--- config.mk ---
export PLATFORM = sky130hd
export DESIGN_NAME = ext_bus_card_nand_steering
export DESIGN_NICKNAME = d
export VERILOG_FILES = /design/src/core/card_mode_decode.v /design/src/core/ext_bus_card_nand_steering.v /design/src/core/pin_sync_filter.v
export VERILOG_INCLUDE_DIRS = /design/src /design/src/core
export SDC_FILE = /design/constraint.sdc
export NUM_CORES = 1
export LEC_CHECK = 0
export BUFFER_PORTS_ARGS = -buffer_cell sky130_fd_sc_hd__buf_4
export CORE_MARGIN = 2
export CORE_UTILIZATION = 35
export CTS_CLUSTER_SIZE = 28
export DETAILED_ROUTE_END_ITERATION = 10
export PLACE_DENSITY = 0.84
export SETUP_SLACK_MARGIN = 0.4
export SLEW_MARGIN = 10
export SYNTH_ARGS = -nofsm -noshare
export SYNTH_HDL_FRONTEND = slang
export SYNTH_HIERARCHICAL = 1
export SYNTH_SLANG_ARGS = --single-unit
export TNS_END_PERCENT = 1
--- constraint.sdc ---
create_clock -name i_sys_clk -period 2.9 [get_ports i_sys_clk]
set_clock_uncertainty 0.1 [all_clocks]
set_input_delay 0.58 -clock i_sys_clk [delete_from_list [all_inputs] [get_ports i_sys_clk]]
set_output_delay 0.58 -clock i_sys_clk [all_outputs]
set_load 0.005 [all_outputs]
--- src/core/ebi_steer_defines.vh ---
`ifndef EBI_STEER_DEFINES_VH
`define EBI_STEER_DEFINES_VH

// transfer address region nibbles, bits 31:28
`define REGION_MSB 31
`define REGION_LSB 28
`define REGION_FLASH 4'h4
`define REGION_SLOT0 4'h5
`define REGION_SLOT1 4'h6

// card mode field position in the transfer address
`define MODE_MSB 23
`define MODE_LSB 21
`define MODE_ATTR 3'h0
`define MODE_COMMON 3'h2
`define MODE_IO 3'h4
`define MODE_IDE 3'h6
`define MODE_ALT_IDE 3'h7

// card mode classes
`define CLASS_MEM 2'h0
`define CLASS_IO 2'h1
`define CLASS_IDE 2'h2
`define CLASS_ALT_IDE 2'h3

// flash latch enable address bits
`define FLASH_ALE_BIT 21
`define FLASH_CLE_BIT 22

// card direction pin shares this address bit
`define RNW_ADDR_BIT 25

// static controller mode after reset
`define RST_BYTE_SELECT 1'h1
`define RST_BUS_WIDTH16 1'h1
`define RST_CS_CONTROLLED 1'h1
`define RST_MODE_Q 3'h0
`define RST_WAIT_CNT 8'h00

`endif

--- src/core/card_mode_decode.v ---
`timescale 1ns/1ns
`include "ebi_steer_defines.vh"
module card_mode_decode (
    input wire [31:0] i_addr,
    input wire i_slot0_card_assign,
    input wire i_slot1_card_assign,
    input wire i_flash_region_assign,
    output wire o_slot0_hit,
    output wire o_slot1_hit,
    output wire o_flash_hit,
    output wire [1:0] o_mode_class
);
    function [1:0] mode_class;
        input [2:0] code;
        begin
            // unlisted codes follow A23 and A22 like their neighbours
            if (!code[2]) begin
                mode_class = `CLASS_MEM;
            end else if (!code[1]) begin
                mode_class = `CLASS_IO;
            end else if (code == `MODE_ALT_IDE) begin
                mode_class = `CLASS_ALT_IDE;
            end else begin
                mode_class = `CLASS_IDE;
            end
        end
    endfunction

    wire [3:0] region = i_addr[`REGION_MSB:`REGION_LSB];

    assign o_slot0_hit = i_slot0_card_assign && (region == `REGION_SLOT0); // RULE18
    assign o_slot1_hit = i_slot1_card_assign && (region == `REGION_SLOT1); // RULE18
    assign o_flash_hit = i_flash_region_assign && (region == `REGION_FLASH); // RULE7
    assign o_mode_class = mode_class(i_addr[`MODE_MSB:`MODE_LSB]); // RULE19
endmodule

--- src/core/ext_bus_card_nand_steering.v ---
// Notes on behaviour
// RULE1: slot assign bits swap chip selects to card selects
// RULE2: assigned card select pins serve no other device
// RULE3: card accesses put card strobes on shared pins
// RULE4: card select 0 mirrors chip select 4 timing
// RULE5: direction valid with address whole transfer
// RULE6: card wait feeds controller wait, extends access
// RULE7: flash logic serves 0x4000_0000 to 0x4FFF_FFFF
// RULE8: chip select 3 routes strobes to flash
// RULE9: flash strobes drop when address leaves region
// RULE10: address latch on A21, command on A22
// RULE11: flash chip enable held by gp output
// RULE12: host polls flash ready/busy on gp input
// RULE13: A23 picks card io or memory mode
// RULE14: A21 picks alternate or plain ide mode
// RULE15: reset mode byte select, 16-bit, cs controlled
// RULE16: card reset, irq, detect on gp pins
// RULE17: sdram needs cs1 assign, upper data pins
// RULE18: slots at 0x5xxx_xxxx and 0x6xxx_xxxx
// RULE19: A[23:21] selects card access mode
// RULE20: io/ide use io strobes, memory uses oe/we
// RULE21: pin selection is purely combinational
`timescale 1ns/1ns
`include "ebi_steer_defines.vh"
module ext_bus_card_nand_steering (
    input wire i_sys_clk,
    input wire i_rstn,
    input wire i_slot0_card_assign,
    input wire i_slot1_card_assign,
    input wire i_flash_region_assign,
    input wire i_sdram_region_assign,
    input wire [31:0] i_transfer_addr,
    input wire [25:0] i_smc_addr,
    input wire i_smc_rnw,
    input wire i_chip_select_3_n,
    input wire i_chip_select_4_n,
    input wire i_chip_select_5_n,
    input wire i_read_strobe_n,
    input wire i_write0_strobe_n,
    input wire i_write1_byte1_strobe_n,
    input wire i_write3_byte3_strobe_n,
    input wire i_byte0_select_n,
    input wire i_card0_bus16,
    input wire i_card1_bus16,
    input wire i_card_wait_pin_n,
    input wire i_mode_load,
    input wire i_mode_byte_select,
    input wire i_mode_bus16,
    input wire i_mode_cs_controlled,
    output reg o_external_wait_in_n,
    output reg o_chip_select_4_pin_n,
    output reg o_chip_select_5_pin_n,
    output reg o_read_pin_n,
    output reg o_write0_pin_n,
    output reg o_write1_pin_n,
    output reg o_write3_pin_n,
    output reg [25:0] o_addr_pin,
    output reg o_card_enable_low_n,
    output reg o_card_enable_high_n,
    output reg o_flash_output_enable_n,
    output reg o_flash_write_enable_n,
    output reg o_flash_ale,
    output reg o_flash_cle,
    output wire o_sdram_cs1_routed,
    output reg o_smc_byte_select_q,
    output reg o_smc_bus16_q,
    output reg o_smc_cs_controlled_q,
    output reg [2:0] o_card_mode_q,
    output reg o_card_busy_q,
    output reg [7:0] o_wait_cycles_q
);
    wire slot0_hit;
    wire slot1_hit;
    wire flash_hit;
    wire [1:0] mode_class;
    wire card_wait_n;
    wire card_hit;
    wire card_cs_n;
    wire card_bus16;
    reg card_oe_n;
    reg card_we_n;
    reg card_ior_n;
    reg card_iow_n;
    wire card_select_0_n;
    wire card_select_1_n;
    wire flash_sel;

    card_mode_decode u_decode (
        .i_addr(i_transfer_addr),
        .i_slot0_card_assign(i_slot0_card_assign),
        .i_slot1_card_assign(i_slot1_card_assign),
        .i_flash_region_assign(i_flash_region_assign),
        .o_slot0_hit(slot0_hit),
        .o_slot1_hit(slot1_hit),
        .o_flash_hit(flash_hit),
        .o_mode_class(mode_class)
    );

    // wait pin is asynchronous to the bus clock; idle level is high
    pin_sync_filter #(
        .RESET_LEVEL(1'b1)
    ) u_wait_sync (
        .i_sys_clk(i_sys_clk),
        .i_rstn(i_rstn),
        .i_pin(i_card_wait_pin_n),
        .o_level_q(card_wait_n)
    );

    assign card_hit = slot0_hit || slot1_hit;
    // the card select is the controller's own chip select, no added delay
    assign card_cs_n = slot0_hit ? i_chip_select_4_n : i_chip_select_5_n; // RULE4
    assign card_bus16 = slot0_hit ? i_card0_bus16 : i_card1_bus16;
    // card selects are the controller's own selects, so timing is identical
    assign card_select_0_n = i_chip_select_4_n; // RULE4
    assign card_select_1_n = i_chip_select_5_n;
    // the region check keeps a stray chip select 3 off the flash
    assign flash_sel = flash_hit && !i_chip_select_3_n; // RULE8 RULE9

    // a card access counts only while its own chip select is low
    function card_selected;
        input hit;
        input cs_n;
        begin
            card_selected = hit && !cs_n;
        end
    endfunction

    // saturate rather than wrap, so long waits still read as long
    function [7:0] sat_inc;
        input [7:0] cnt;
        begin
            if (cnt == 8'hFF) begin
                sat_inc = cnt;
            end else begin
                sat_inc = cnt + 8'h01;
            end
        end
    endfunction

    // sdram routing is owned elsewhere, only reflected here
    assign o_sdram_cs1_routed = i_sdram_region_assign; // RULE17

    // synchronised wait goes straight to the controller; one filter delay
    // of latency must be covered by the card's wait assertion time
    always @* begin
        o_external_wait_in_n = card_wait_n; // RULE6
    end

    // dedicated select pins; no registers so no glitch at switch-over
    always @* begin
        if (i_slot0_card_assign) begin
            o_chip_select_4_pin_n = card_select_0_n; // RULE1 RULE4 RULE21
        end else begin
            o_chip_select_4_pin_n = i_chip_select_4_n;
        end
        if (i_slot1_card_assign) begin
            o_chip_select_5_pin_n = card_select_1_n; // RULE1 RULE21
        end else begin
            o_chip_select_5_pin_n = i_chip_select_5_n;
        end
    end

    // card strobe steering per mode class
    function [3:0] steer_card;
        input [1:0] cls;
        input rd_n;
        input wr_n;
        begin
            // bit order: output enable, write enable, io read, io write
            steer_card = 4'hF;
            case (cls)
                `CLASS_MEM: begin
                    steer_card[3] = rd_n; // RULE20
                    steer_card[2] = wr_n; // RULE20
                end
                `CLASS_IO: begin
                    steer_card[1] = rd_n; // RULE20 RULE13
                    steer_card[0] = wr_n; // RULE20
                end
                default: begin
                    // true ide holds output enable low for the whole access
                    steer_card[3] = 1'b0; // RULE14
                    steer_card[1] = rd_n; // RULE20
                    steer_card[0] = wr_n; // RULE20
                end
            endcase
        end
    endfunction

    // shared pins pick these up only during a card hit
    always @* begin
        {card_oe_n, card_we_n, card_ior_n, card_iow_n} =
            steer_card(mode_class, i_read_strobe_n, i_write0_strobe_n);
    end

    // shared pins follow the current transfer address
    always @* begin
        if (card_hit) begin
            o_read_pin_n = card_oe_n; // RULE3 RULE21
            o_write0_pin_n = card_we_n; // RULE3
            o_write1_pin_n = card_ior_n; // RULE3
            o_write3_pin_n = card_iow_n; // RULE3
            o_addr_pin = {i_smc_rnw, i_smc_addr[`RNW_ADDR_BIT-1:0]}; // RULE3 RULE5
        end else begin
            o_read_pin_n = i_read_strobe_n;
            o_write0_pin_n = i_write0_strobe_n;
            o_write1_pin_n = i_write1_byte1_strobe_n;
            o_write3_pin_n = i_write3_byte3_strobe_n;
            o_addr_pin = i_smc_addr;
        end
    end

    // card enables: both high when the space is not a card access
    function [1:0] card_enables;
        input sel;
        input [1:0] cls;
        input bus16;
        input bs0_n;
        input bs1_n;
        begin
            // bit order: low enable, high enable
            card_enables = 2'h3;
            if (sel) begin
                case (cls)
                    `CLASS_ALT_IDE: begin
                        card_enables = 2'h2;
                    end
                    `CLASS_IDE: begin
                        card_enables = 2'h1;
                    end
                    default: begin
                        // in memory and io modes an 8-bit slot uses only the low enable
                        if (bus16) begin
                            card_enables = {bs0_n, bs1_n};
                        end else begin
                            card_enables = 2'h1;
                        end
                    end
                endcase
            end
        end
    endfunction

    always @* begin
        {o_card_enable_low_n, o_card_enable_high_n} = card_enables(
            card_selected(card_hit, card_cs_n), mode_class, card_bus16,
            i_byte0_select_n, i_write1_byte1_strobe_n);
    end

    // flash strobes gated by region and chip select 3, dropped at once
    function [1:0] flash_strobes;
        input sel;
        input rd_n;
        input wr_n;
        begin
            if (sel) begin
                flash_strobes = {rd_n, wr_n}; // RULE8 RULE7
            end else begin
                flash_strobes = 2'h3; // RULE9
            end
        end
    endfunction

    always @* begin
        {o_flash_output_enable_n, o_flash_write_enable_n} =
            flash_strobes(flash_sel, i_read_strobe_n, i_write0_strobe_n); // RULE8
        // latch enables follow the transfer address, valid only inside the region
        o_flash_ale = flash_hit && i_transfer_addr[`FLASH_ALE_BIT]; // RULE10
        o_flash_cle = flash_hit && i_transfer_addr[`FLASH_CLE_BIT]; // RULE10
    end

    // boot default is safe for 16-bit nonvolatile parts at slow clock
    always @(posedge i_sys_clk or negedge i_rstn) begin
        if (!i_rstn) begin
            o_smc_byte_select_q <= `RST_BYTE_SELECT; // RULE15
            o_smc_bus16_q <= `RST_BUS_WIDTH16; // RULE15
            o_smc_cs_controlled_q <= `RST_CS_CONTROLLED; // RULE15
        end else if (i_mode_load) begin
            o_smc_byte_select_q <= i_mode_byte_select;
            o_smc_bus16_q <= i_mode_bus16;
            o_smc_cs_controlled_q <= i_mode_cs_controlled;
        end
    end

    // status: mode of the card access in progress and wait stretch length
    always @(posedge i_sys_clk or negedge i_rstn) begin
        if (!i_rstn) begin
            o_card_mode_q <= `RST_MODE_Q;
            o_card_busy_q <= 1'b0;
            o_wait_cycles_q <= `RST_WAIT_CNT;
        end else begin
            o_card_busy_q <= card_selected(card_hit, card_cs_n);
            if (card_selected(card_hit, card_cs_n)) begin
                o_card_mode_q <= i_transfer_addr[`MODE_MSB:`MODE_LSB];
                // count clears between accesses so each access reads alone
                if (!card_wait_n) begin
                    o_wait_cycles_q <= sat_inc(o_wait_cycles_q); // RULE6
                end
            end else begin
                o_wait_cycles_q <= `RST_WAIT_CNT;
            end
        end
    end
endmodule

--- src/core/pin_sync_filter.v ---
`timescale 1ns/1ns
module pin_sync_filter #(
    parameter RESET_LEVEL = 1'b1
) (
    input wire i_sys_clk,
    input wire i_rstn,
    input wire i_pin,
    output reg o_level_q
);
    reg s1_q;
    reg s2_q;
    reg s3_q;

    // first stage feeds only the second
    always @(posedge i_sys_clk or negedge i_rstn) begin
        if (!i_rstn) begin
            s1_q <= RESET_LEVEL;
            s2_q <= RESET_LEVEL;
            s3_q <= RESET_LEVEL;
            o_level_q <= RESET_LEVEL;
        end else begin
            s1_q <= i_pin;
            s2_q <= s1_q;
            s3_q <= s2_q;
            if (s2_q == s3_q) begin
                o_level_q <= s3_q;
            end
        end
    end
endmodule

# Word level (Yosys, flattened, before mapping)

Cells that the tools add are included.
Widths: inputs -> output; s select.

Reduce and logical (&&, ||, !) cells: 12
Equal/unequal tests: 11
$add $sub $neg: 1
Mux-type cells: 20

Operators by type and width:

| kind                | count |
|---|---|
| $mux 26             | 1 |
| $mux 8              | 3 |
| $eq 4x3->1 const B  | 3 |
| $mux 2              | 6 |
| $add 8x1->8 const B | 1 |
| $eq 8x8->1 const B  | 1 |
| $mux 1              | 8 |
| $logic_and 1x1->1   | 7 |
| $eq 2x2->1 const B  | 2 |
| $ne 2x2->1 const B  | 2 |
| $pmux 2 s2          | 1 |
| $eq 3x3->1 const B  | 1 |
| $eq 2x1->1 const B  | 1 |
| $logic_not 1->1     | 2 |
| $logic_not 2->1     | 1 |
| $pmux 1 s2          | 1 |
| $reduce_and 2->1    | 1 |
| $eq 1x1->1          | 1 |
| $logic_or 1x1->1    | 1 |

Register bits: 19
Bits of input ports: 80
Logic and storage cells: 54
Output and inout bits: 55

# Longest topological paths before layout

Gate-level depths: netlist of run 1.

Depth after elaboration: 7
Gate-level depth with buffers: 7
Mapped depth without buffers: 6

# By module

Netlist of run 1, hierarchy kept.

Modules (own cells, without submodules):

| module                     | cells each | times used | sequential area each (um^2) | area each (um^2) |
|---|---|---|---|---|
| ext_bus_card_nand_steering | 110        | 1          | 379.1                       | 1082.3 |
| pin_sync_filter            | 5          | 1          | 105.1                       | 116.4 |
| card_mode_decode           | 9          | 1          | 0.0                         | 72.6 |

# Worst setup path before layout of run 1

No wires, ideal clock.

Kind: input to output
Start point: input port i_transfer_addr[31]
End point: output port o_card_enable_low_n
Path buffers: 1
Arrival: 1.857 ns
Data required time: 2.220 ns
Stages on the path: 7
Setup slack: 0.363 ns
Cell sequence: nand2b_4 -> nor3_1 -> nor2b_1 -> clkbuf_1 -> nor2_2 -> inv_2 -> o311ai_0

Longest elaborated chain between the ends: 6
Elaborated cells between the ends (all ways): 12
Classes of those cells: 2 x eq/ne; 5 x mux; 5 x reduce/logical

Ends and longest elaborated chain:

| item                          | line                             | source |
|---|---|---|
| from (decl)                   | ext_bus_card_nand_steering.v:32  | `input wire [31:0] i_transfer_addr,` |
| $eq 4x3->1 (no source line) * | --                               |  |
| $logic_and 1x1->1 *           | card_mode_decode.v:31            | `` assign o_slot0_hit = i_slot0_card_assign && (region == `REGION_SLOT0); `` |
| net slot0_hit                 | ext_bus_card_nand_steering.v:72  | `wire slot0_hit;` |
| $mux 1                        | ext_bus_card_nand_steering.v:111 | `assign card_cs_n = slot0_hit ? i_chip_select_4_n : i_chip_select_5_n;` |
| $logic_not 1->1               | ext_bus_card_nand_steering.v:124 | `card_selected = hit && !cs_n;` |
| $logic_and 1x1->1 *           | ext_bus_card_nand_steering.v:124 |  |
| net card_enables.sel          | ext_bus_card_nand_steering.v:215 | `input sel;` |
| $mux 2 *                      | ext_bus_card_nand_steering.v:223 | `if (sel) begin` |
| to (decl)                     | ext_bus_card_nand_steering.v:58  | `output reg o_card_enable_low_n,` |

Mark *: on every way through the listed nets, which the timed path passes. The rest lies on a longest branch.

# Worst setup path after layout of run 1

Start point: input port i_transfer_addr[31]
End point: output port o_addr_pin[25]

Longest elaborated chain between the ends: 4
Elaborated cells between the ends (all ways): 6
Classes of those cells: 2 x eq/ne; 1 x mux; 3 x reduce/logical

Ends and longest elaborated chain:

| item                        | line                             | source |
|---|---|---|
| $eq 4x3->1 (no source line) | --                               |  |
| $logic_and 1x1->1           | card_mode_decode.v:31            |  |
| net slot0_hit               | ext_bus_card_nand_steering.v:72  |  |
| $logic_or 1x1->1            | ext_bus_card_nand_steering.v:109 | `assign card_hit = slot0_hit \|\| slot1_hit;` |
| $mux 26                     | ext_bus_card_nand_steering.v:198 | `if (card_hit) begin` |
| to (decl)                   | ext_bus_card_nand_steering.v:57  | `output reg [25:0] o_addr_pin,` |

The timed path passes the listed nets, and every way through them passes these cells.

==> out/results.txt, run 1 <==
Synthesis produced a netlist whose cell count is 124. The synthesized design spends more area on one cell type than any other, namely sky130_fd_sc_hd__dfrtp_1. 135 I/O pins were placed. For this design the ratio of total power to cell area is 342.4 mW/mm². The flow ran to the end, and the final reports show no timing, DRC or antenna violations. The number of cells on the worst reg-to-reg path is 4. The run gives 38.09% as the share of the yosys chip area belonging to registers. The final core utilization was 47.73%; the count of buffers inserted at the top-level ports was 57.

Sorting the synthesized cells by area gives the leading types as sky130_fd_sc_hd__dfrtp_1, sky130_fd_sc_hd__buf_4, sky130_fd_sc_hd__dfstp_2. The tools report the number of global-route vias before repair as 895. Summed over all layers, the global routing overflow is 0. The logs give 42 for the post-synthesis cell type count and 2594 µm for the total length of routed wires.

The logs give 205 for the number of nets produced by synthesis and 0.7950 for the routability congestion estimate. For this design the static power due to leakage is 0.7737 nW. Final standard cell count with taps included and fillers excluded: 205. The all-layer global routing usage was 12.08%.

The post-route netlist has 59.12% of its cells at a drive strength greater than 1. The worst setup margin is 0.4219 ns, and the register bit count reported by yosys is 19. After the first detailed-routing iteration, the DRC count stood at 60. STA puts the critical path data required time at 2.22 ns. The number of detailed-routing iterations run before antenna repair is 4, and the largest voltage drop on the vdd net is 0.2049 mV. For the hold violation total from the final report, the log shows 0. The filler cells instantiated in the layout total 342. Root buffer selected by CTS: sky130_fd_sc_hd__clkbuf_4. Most common library cell in the layout ignoring fill and taps: sky130_fd_sc_hd__buf_4.

The starting utilization of the core area is 37.22%, and the growth of design area from synthesis to finish is 28.25%. The longest clock path from root to sink contains 2 buffers. The number of antenna violations at the first check in global routing came out at 0. The share of synthesized area in the top cell type comes to 23.62%. Across the run, the number of max-cap violations was 0. The mean routed wirelength per cell works out to 12.65 µm.

The internal reg-to-reg setup slack was 1.12 ns. Counting the buffers created by CTS gives 3. The first-pass GRT wire length is 4036 µm, and the quantity of hold-fixing buffers added after cts is 0. Dividing the detail-routed via count by the number of cells gives 4.888.

The path class of the tightest hold or removal check is input port to async pin. The number of pins with negative max-slew slack in the final report is 0. Setup repair after global routing could not meet its margin everywhere. Static timing analysis puts the maximum clock frequency at 403.5 MHz.

Clock tree synthesis found a total of 19 sinks. The worst path needs 2.478 ns of the cycle, external delays included. For the maximum number of pins on one net before global-route repair, the log shows 20. The cell area that synthesis handed to floorplanning was 0.001271 mm². For the worst setup path, the data arrival time is 1.80 ns. The headroom to the max-slew limit is 75.06%, and the pre-CTS setup slack is 0.2318 ns.

TritonCTS built the clock tree. The initialized floorplan defines 21 standard-cell rows. 0 antenna diodes ended up in the layout. After clock tree synthesis, the clock-pin slew on the worst setup and hold paths is 0.12 ns. The tools report the launching element type of the critical path as an input port. The run gives 0.02662 ns as the worst hold margin. The slew at the pin closest to its max-slew limit works out to 0.3707 ns. The category of the worst setup path capture point is an output port.

Number of routed nets with antenna violations: 0. The top cell types in the final layout, fill and taps aside, are sky130_fd_sc_hd__buf_4, sky130_fd_sc_hd__dfrtp_1, sky130_fd_sc_hd__mux2_2, sky130_fd_sc_hd__dfstp_2, sky130_fd_sc_hd__nand2_1. The run gives 0 as the final count of negative-setup-slack endpoints. The setup path with the least slack is of type input port to output port. In the final timing run, aggregate negative setup slack is 0 ns. The width of the chip was 64.27 µm. The tools report the worst flop-to-flop path endpoint as o_wait_cycles_q[7]$_DFFE_PN0P_. Across all layers, the routed design uses 1002 vias. The die span in y was 64.27 µm; the worst-skew pair later-pin latency was 0.30 ns. The mean instance size in the synthesized netlist came out at 10.25 µm². The logs give 0.003416 mm² for the placeable core region and 0 for the post-route DRC violation count. The total number of nets in the final design is 241, and the overall die area is 0.004130 mm². The number of instances in the placed design was 198. The run gives 1 as the CTS H-tree depth. Along the worst path, the maximum fanout reaches 4. The count of yosys warnings during synthesis came out at 6.

The worst register-to-register path begins at o_wait_cycles_q[0]$_DFFE_PN0P_. Detailed placement finished with a half-perimeter wire length of 2027 µm. The final worst-path cycle share is 85.45%.
-- worst max path at each step --
stage | startpoint | endpoint | slack [ns] | depth (start not counted)
final | i_transfer_addr[31] | o_addr_pin[25] | 0.42 | 6
after global routing | i_transfer_addr[31] | o_addr_pin[25] | 0.36 | 6
after CTS | i_transfer_addr[31] | o_addr_pin[25] | 0.40 | 6
after detailed placement | i_transfer_addr[31] | o_addr_pin[25] | 0.23 | 6
after global placement | i_transfer_addr[31] | o_write1_pin_n | 0.24 | 7
after floorplan | i_transfer_addr[31] | o_card_enable_low_n | 0.48 | 7
-- state kept, by name, summed over array words and instances (netlist names) --
signal                 cells
o_card_busy_q              1
o_card_mode_q              3
o_smc_bus16_q              1
o_smc_byte_select_q        1
o_smc_cs_controlled_q      1
o_wait_cycles_q            8
u_wait_sync/o_level_q      1
u_wait_sync/s1_q           1
u_wait_sync/s2_q           1
u_wait_sync/s3_q           1
-- final cells by class --
class | instances | area, µm² | area share, %
multi-input cells | 70 | 580.6 | 35.61
flip-flops and latches | 19 | 484.2 | 29.70
repair buffers | 62 | 465.4 | 28.55
well taps | 46 | 57.56 | 3.530
clock buffers | 3 | 22.52 | 1.381
inverters | 4 | 15.01 | 0.9210
clock inverters | 1 | 5.005 | 0.3070
-- power breakdown --
group / switching, mW / internal, mW
Sequential: 0.0114 / 0.290
Combinational: 0.0435 / 0.0787
Clock: 0.0831 / 0.0513
Total: 0.138 / 0.420
-- through the flow --
stage,instance area [µm²],power (mW)
6_report,1630,0.5583
5_1_grt,1630,0.5983
4_1_cts,1630,0.5682
3_5_place_dp,1548,0.4266
3_3_place_gp,1548,0.4235
2_1_floorplan,1276,0.3751
-- metal layers --
layer | wire length (µm) | vias to the layer above | GRT usage (%) | part of all wire, %
li1 | - | 483 | - | -
met1 | 1077 | 473 | 14.55 | 42
met2 | 1326 | 38 | 20.57 | 51
met3 | 158 | 8 | 3.697 | 6.1
met4 | 31 | 0 | 3.723 | 1.2
met5 | 0 | - | 0 | 0
-- Yosys cell counts --
master,n
sky130_fd_sc_hd__buf_4,28
sky130_fd_sc_hd__dfrtp_1,12
sky130_fd_sc_hd__dfstp_2,7
sky130_fd_sc_hd__mux2_2,7
sky130_fd_sc_hd__nand2_1,6
sky130_fd_sc_hd__mux2i_1,5
sky130_fd_sc_hd__o21ai_0,5
sky130_fd_sc_hd__a21oi_1,4
sky130_fd_sc_hd__a31oi_1,3
sky130_fd_sc_hd__and2_1,3
sky130_fd_sc_hd__inv_1,3
sky130_fd_sc_hd__nor2b_1,3
sky130_fd_sc_hd__nor3_1,3
sky130_fd_sc_hd__o21bai_1,3
sky130_fd_sc_hd__a211oi_1,2
sky130_fd_sc_hd__clkbuf_1,2
sky130_fd_sc_hd__o22a_1,2
sky130_fd_sc_hd__or3b_2,2
sky130_fd_sc_hd__a21boi_0,1
sky130_fd_sc_hd__and3_1,1
sky130_fd_sc_hd__and4_1,1
sky130_fd_sc_hd__and4_2,1
sky130_fd_sc_hd__and4b_2,1
sky130_fd_sc_hd__buf_6,1
sky130_fd_sc_hd__ha_1,1
sky130_fd_sc_hd__inv_2,1
sky130_fd_sc_hd__maj3_2,1
sky130_fd_sc_hd__nand2b_1,1
sky130_fd_sc_hd__nand2b_4,1
sky130_fd_sc_hd__nand4_1,1
sky130_fd_sc_hd__nand4b_1,1
sky130_fd_sc_hd__nor2_1,1
sky130_fd_sc_hd__nor2_2,1
sky130_fd_sc_hd__nor3b_2,1
sky130_fd_sc_hd__nor4b_4,1
sky130_fd_sc_hd__o211a_1,1
sky130_fd_sc_hd__o21ai_1,1
sky130_fd_sc_hd__o22ai_1,1
sky130_fd_sc_hd__o311ai_0,1
sky130_fd_sc_hd__o31ai_1,1
sky130_fd_sc_hd__or2_0,1
sky130_fd_sc_hd__or4b_1,1
-- repair_timing --
action	4_1_cts	5_1_grt
buffers inserted	3	0
endpoints found under the setup margin	6	7
pin swaps	3	3
resized for setup	8	1
-- cell families after synthesis --
family	share of synthesized area [%]
compound gates	12.89
mux	10.14
fa+ha+maj	1.870
buf+inv	19.19
simple gates	17.82
flops	38.09
-- critical path, cell delays in order --
cell and delay, ns:
sky130_fd_sc_hd__buf_4 0.11, sky130_fd_sc_hd__nand2b_4 0.16, sky130_fd_sc_hd__nor3_4 0.29, sky130_fd_sc_hd__or2_4 0.20
sky130_fd_sc_hd__mux2_2 0.33, sky130_fd_sc_hd__buf_4 0.14
Power figures use the tool's default switching activity.
==> inputs of run 2 (changes only) <==
- MAX_ROUTING_LAYER: default -> met4
==> run 2 against run 1 <==
  * Flip-flop and latch count unchanged
  * Power is essentially flat
  * Via count is the same
  * Clock power about the same
  * Core utilization unchanged
  * Register-to-register slack barely moved
  * First-iteration DRC count stayed put
  * Final cell count unchanged
  * Maximum frequency unchanged
  * Global-route usage up 0.33 points
  * Critical endpoint unchanged
  * Largest cell class unchanged
  * Highest routed layer unchanged
==> out/results.txt, run 2 (synthesized netlist as in run 1, its figures left out) <==
Along the worst path, the maximum fanout reaches 4. The die covers 0.004130 mm². In this run, CTS created clock tree buffers numbering 3.

During placement, the flow inserted port buffers numbering 57. The startpoint-to-endpoint class of the critical path is input port to output port. The tools report the share of total power in sequential cells as 54.0%. Upper clock frequency limit: 403.5 MHz. Clock tree synthesis found a total of 19 sinks. The logs give 60 for the number of DRC violations after detailed-routing iteration 0 and 0 for the antenna diode count. The initial utilization of the core area, before any placement, comes to 37.22%.

The slew at the pin closest to its max-slew limit works out to 0.3707 ns. The number of pins with negative max-slew slack in the final report is 0, and the CTS H-tree depth is 1. Summed over all nets, the switching power comes to 137.9 µW.

The worst register-to-register path ends at o_wait_cycles_q[7]$_DFFE_PN0P_. The power density over cell area works out to 342.4 mW/mm². STA classifies the critical path endpoint as an output port. Leaving out fill and tap cells, the most frequent cell in the layout is sky130_fd_sc_hd__buf_4. The sum of negative setup slack was 0 ns. The tools report the number of maximum-capacitance constraint violations as 0. The logs give 0.2048 mV for the largest voltage drop on the vdd net and 4036 µm for the first-pass GRT wire length.

The final worst-path cycle share is 85.45%, and the number of routed nets with antenna violations is 0. The via density per instance was 4.888; the part of the power in the clock network was 24.1%. o_wait_cycles_q holds more flip-flops than any other register. The global route total overflow is 0. The number of global-route vias before repair was 895.

The detailed router placed 1002 vias in this run. Fill cells in the final layout number 342. After routing the design area is 0.001630 mm². At the end of routability-driven placement, the weighted congestion stood at 0.8062. The register with the most flip-flops in the layout has 8 of them. In the final routed layout, each cell accounts on average for 12.65 µm.

The setup check on the worst reg-to-reg path leaves a slack of 1.12 ns. In this run the cell area measured after placement is 0.001548 mm². The logs give 75.06% for the headroom to the max-slew limit and 4 for the number of detailed-routing iterations run before antenna repair. The type of the most critical hold path is input port to async pin.

Net switching is 24.71% of the power. The run finished with clean final reports. Setup repair after global routing could not meet its margin everywhere.

The run gives 0 as the post-route DRC violation count. The root buffer selected by CTS is sky130_fd_sc_hd__clkbuf_4. Internal power contribution: 420.3 µW. The post-route minimum period was 2.478 ns; the number of instances in the placed design was 198. The tools report the number of primary I/O pins as 135. The deepest clock path buffer count is 2, and the total length of routed wires is 2593 µm. The launching element type of the critical path was an input port.

The tools report the startpoint of the most critical register-to-register path as o_wait_cycles_q[0]$_DFFE_PN0P_. The number of antenna violations at the first check in global routing was 0. The worst endpoint data arrival time was 1.80 ns. Of the cells placed in the final design, the portion with a size suffix greater than 1 is 59.12%. Combinational cells account for 21.9% of the total power.

All-layer global routing usage: 12.41%. TritonCTS built the clock tree. From bottom edge to top edge, the die measures 64.27 µm.

The worst endpoint required time came out at 2.22 ns. Clock-pin slew on the worst setup and hold paths: 0.12 ns. The quantity of hold-fixing buffers added after cts was 0; the final standard cell count with taps included and fillers excluded was 205. The number of cell rows is 21, and the estimated wirelength of the detail-placed design is 2027 µm. For the total number of nets in the final design, the log shows 241. For the placeable core region, the log shows 0.003416 mm². The maximum number of pins on one net before global-route repair is 20. In the layout the commonest cells are sky130_fd_sc_hd__buf_4, sky130_fd_sc_hd__dfrtp_1, sky130_fd_sc_hd__mux2_2, sky130_fd_sc_hd__dfstp_2, sky130_fd_sc_hd__nand2_1. Clock latency on the worst-skew pair, taken at its later pin, is 0.30 ns. Setup violations remaining at the end of the flow were counted as 0.

From synthesis to final layout, the design area changed by 28.25%. The analysis attributes to cell leakage a power of 0.7737 nW. Measured along the x axis, the die boundary spans 64.27 µm.

The run gives 0 as the hold violation total from the final report. The worst register-to-register path has a depth of 4. In the final layout, the registers with the most flip-flops are o_wait_cycles_q (8), o_card_mode_q (3).
==> run 2: cell counts in the layout (fill, tap and decap cells not counted) <==
No cell type changed its count.
==> run 2: cell type report <==
class	instances	area [µm²]	area share, %
clock buffer	3	22.52	1.381
clock inverter	1	5.005	0.3070
inverter	4	15.01	0.9210
multi-input combinational	70	580.6	35.61
sequential	19	484.2	29.70
tap	46	57.56	3.530
timing repair buffer	62	465.4	28.55
==> run 2: per-stage QoR <==
stage | power [mW] | setup WS [ns] | hold slack [ns] | util (%)
5_1_grt | 0.5982 | 0.3638 | 0.01346 | 47.73
4_1_cts | 0.5682 | 0.3963 | 0.03149 | 47.73
2_1_floorplan | 0.3751 | 0.4833 | 0.1844 | -
6_report | 0.5583 | 0.4219 | 0.02662 | 47.73
3_3_place_gp | 0.4235 | 0.2407 | 0.2462 | 45.31
3_5_place_dp | 0.4266 | 0.2318 | 0.2472 | 45.31
==> run 2: how the worst max path moves through the flow <==
| stage | startpoint | endpoint | slack [ns] | cells after the start |
|---|---|---|---|---|
| 2_1_floorplan | i_transfer_addr[31] | o_card_enable_low_n | 0.48 | 7 |
| 3_3_place_gp | i_transfer_addr[31] | o_write1_pin_n | 0.24 | 7 |
| 3_5_place_dp | i_transfer_addr[31] | o_addr_pin[25] | 0.23 | 6 |
| 4_1_cts | i_transfer_addr[31] | o_addr_pin[25] | 0.40 | 6 |
| 5_1_grt | i_transfer_addr[31] | o_addr_pin[25] | 0.36 | 6 |
| 6_report | i_transfer_addr[31] | o_addr_pin[25] | 0.42 | 6 |
==> run 2: power by group through the flow <==
stage	clock network, mW	registers (mW)	logic [mW]
floorplan	0	0.307	0.0685
global placement	0	0.307	0.117
detailed placement	0	0.307	0.120
CTS	0.141	0.302	0.124
global route	0.159	0.306	0.133
finish	0.134	0.302	0.122
==> run 2: timing repair <==
| action | CTS | global route |
|---|---|---|
| pin swaps | 3 | 3 |
| setup buffers | 3 | 0 |
| resized for setup | 8 | 1 |
| cloned | 0 | 0 |
| setup endpoints to repair | 6 | 7 |
==> run 2: critical path: stages <==
cell,delay [ns]
sky130_fd_sc_hd__buf_4,0.11
sky130_fd_sc_hd__nand2b_4,0.16
sky130_fd_sc_hd__nor3_4,0.29
sky130_fd_sc_hd__or2_4,0.20
sky130_fd_sc_hd__mux2_2,0.33
sky130_fd_sc_hd__buf_4,0.14
==> run 2: layer usage <==
layer  track usage, %  vias to the layer above  part of all wire (%)
met3            3.521                        8                   5.8
met1            14.66                      473                    42
met2            20.57                       38                    51
li1                 -                      483                     -
met4            3.723                        0                   1.2
met5                -                        -                     0
==> inputs of run 3 (changes only) <==
- CORE_MARGIN: 2 -> default
- RECOVER_POWER: default -> 25
==> run 3 against run 2 <==
  * First-iteration DRC count decreased by 18%
  * Combinational power hardly changed
  * Critical path depth is 1 lower
  * Power about the same
  * Clock power about the same
  * Via count down 0.50%
  * Highest routed layer unchanged
  * Final area down 0.46%
==> out/results.txt, run 3 (synthesized netlist as in run 1, its figures left out) <==
Deepest clock path buffer count: 2. Summing all flip-flop and latch instances after layout gives 484.2 µm². The root buffer selected by CTS is sky130_fd_sc_hd__clkbuf_4. The startpoint-to-endpoint class of the critical path is input port to output port. The number of pins with negative max-slew slack in the final report was 0; the area taken by multi-input logic gates was 580.6 µm². TritonCTS created 3 clock buffers.

The number of primary I/O pins came out at 135. The count of buffers inserted at the top-level ports works out to 57. The worst setup path is launched from an input port. At the end of routability-driven placement, the weighted congestion stood at 0.8383. In this run the worst setup path begins at i_transfer_addr[31]. The maximum number of pins on one net before global-route repair came out at 20. For the number of maximum-capacitance constraint violations, the log shows 0. TritonCTS built the clock tree. The critical path goes through buf_4 -> nand2b_4 -> nor4b_4 -> or3b_2 -> buf_4.

Clock latency on the worst-skew pair, taken at its later pin, is 0.30 ns. After filler insertion, the fill cell instance count of the layout stands at 334. Number of DRC violations after detailed-routing iteration 0: 49. Setup repair after global routing could not meet its margin everywhere. The cell count along the critical path works out to 5. Number of global-route vias before repair: 943. After layout, the minimum clock period comes to 2.503 ns. The tools report the destination of the critical timing path as o_flash_output_enable_n. The run finished with clean final reports. The longest individual stage delay on the worst path is 0.47 ns, and the overall power is 558.1 µW. Growth of design area from synthesis to finish: 27.66%. The dominant cell type by count on the critical path was sky130_fd_sc_hd__buf_4. Counting both buffers and inverters, the worst setup path holds a total of 2. The estimated wirelength of the detail-placed design is 2026 µm. Summed over all layers, the global routing overflow is 0. The worst setup path is captured at an output port.

The worst endpoint data arrival time is 1.82 ns, and the mean routed wirelength per cell is 13.00 µm. The tools report the first-pass GRT wire length as 4229 µm. From left edge to right edge, the die measures 62.27 µm. For the worst setup path, the data required time is 2.22 ns. In this run the critical register-to-register path is captured at o_wait_cycles_q[7]$_DFFE_PN0P_. The final worst-path cycle share is 86.32%, and the CTS H-tree depth is 1. The clock net in this run drives a total of 19 sinks.

The run gives 0 as the post-route DRC violation count. The clock-pin slew on the worst setup and hold paths works out to 0.12 ns. The largest registers in the layout are o_wait_cycles_q (8), o_card_mode_q (3).

IR analysis of the VDD net gives a maximum drop of 0.3146 mV. The placeable core region is 0.003416 mm². Broken down by cell family, the worst path's largest delay share belongs to simple AND/OR/NAND/NOR gates. Dividing the detail-routed via count by the number of cells gives 4.863. The run gives 13.93% as the all-layer global routing usage.

Row generation in the floorplan step produced 21 rows. In the layout the commonest cells are sky130_fd_sc_hd__buf_4, sky130_fd_sc_hd__dfrtp_1, sky130_fd_sc_hd__mux2_2, sky130_fd_sc_hd__nand2_1, sky130_fd_sc_hd__dfstp_2. The overall die area was 0.003877 mm².

The count of nets left with antenna violations once routing finished came out at 0. The startpoint identified for the worst register-to-register timing path is o_wait_cycles_q[0]$_DFFE_PN0P_. The run gives 2666 µm as the total length of routed wires. The largest fanout on the critical path came out at 4.

The worst register-to-register path has a depth of 4. For the internal reg-to-reg setup slack, the log shows 1.12 ns. Static timing analysis puts the maximum clock frequency at 399.5 MHz. The final layout contains 241 nets. The hold violation total from the final report came out at 0. Most common library cell in the layout ignoring fill and taps: sky130_fd_sc_hd__buf_4.

The register with the most flip-flops in the final layout is o_wait_cycles_q. The slew at the pin closest to its max-slew limit was 1.035 ns; the headroom to the max-slew limit was 31.01%. The flip-flop count of the largest register, all copies and words added is 8. Number of antenna violations at the first check in global routing: 0.

In this run the vertical extent of the chip is 62.27 µm. The tightest min-delay check is of the register to register type. The repair_antennas step left the layout with diodes totalling 0. The power density over cell area was 343.9 mW/mm². The quantity of hold-fixing buffers added after cts is 0, and the final count of negative-setup-slack endpoints is 0. The first detailed-routing pass took 4 iterations.

The leakage component of the power is 0.7670 nW, and the starting utilization of the core area is 37.22%. Cells with a size suffix above 1 make up 57.23% of the layout. For the final routed database, the setup TNS stands at 0 ns.

The final route contains 997 vias. The master of the slowest instance on the critical path is sky130_fd_sc_hd__or3b_2.
run 3: cell count changes in the layout (fill, tap and decap cells not counted), sizes merged:
cell    before  now
buf         62   59
clkbuf       3    6
run 3: layout make-up:
cell class              instances  area share [%]
flip-flops and latches         19           29.84
repair buffers                 62           28.22
well taps                      46           3.547
inverters                       4          0.9252
multi-input cells              70           35.77
clock buffers                   3           1.388
clock inverters                 1          0.3084
run 3: metal layers:
layer  global-route usage [%]  routed length (µm)  up-vias
li1                         -                   -      483
met3                    3.860                 184        4
met1                    15.77                1101      470
met2                    24.04                1354       40
met5                        -                   0        -
met4                    3.779                  26        0
run 3: how the worst min path moves through the flow:
stage	start	endpoint	slack, ns	cells after the start
finish	u_wait_sync/s1_q$_DFF_PN1_	u_wait_sync/s2_q$_DFF_PN1_	0.26	0
global route	u_wait_sync/s1_q$_DFF_PN1_	u_wait_sync/s2_q$_DFF_PN1_	0.26	0
CTS	i_rstn	o_wait_cycles_q[2]$_DFFE_PN0P_	0.02	1
detailed placement	u_wait_sync/s1_q$_DFF_PN1_	u_wait_sync/s2_q$_DFF_PN1_	0.26	0
global placement	u_wait_sync/s1_q$_DFF_PN1_	u_wait_sync/s2_q$_DFF_PN1_	0.25	0
floorplan	i_rstn	o_card_busy_q$_DFF_PN0_	0.18	0
run 3: stage by stage:
stage / hold slack, ns / instance area (µm²) / util [%] / setup WS, ns / instances
after CTS: 0.02078 / 1585 / 46.41 / 0.3461 / 202
after floorplan: 0.1844 / 1276 / - / 0.4833 / 124
final: 0.2555 / 1623 / 47.51 / 0.3967 / 205
after global placement: 0.2465 / 1548 / 45.31 / 0.2535 / 198
after global routing: 0.2597 / 1623 / 47.51 / 0.3441 / 205
after detailed placement: 0.2566 / 1548 / 45.31 / 0.2177 / 198
run 3: timing repair:
item	CTS	global route
pin swaps	0	1
resized for setup	4	5
endpoints found under the hold margin	0	0
setup endpoints to repair	6	7
setup buffers	0	3
run 3: report_power, final:
group | switching (mW) | leakage (nW) | internal (mW)
logic | 0.0440 | 0.514 | 0.0771
registers | 0.0118 | 0.235 | 0.290
clock network | 0.0838 | 0.0177 | 0.0514
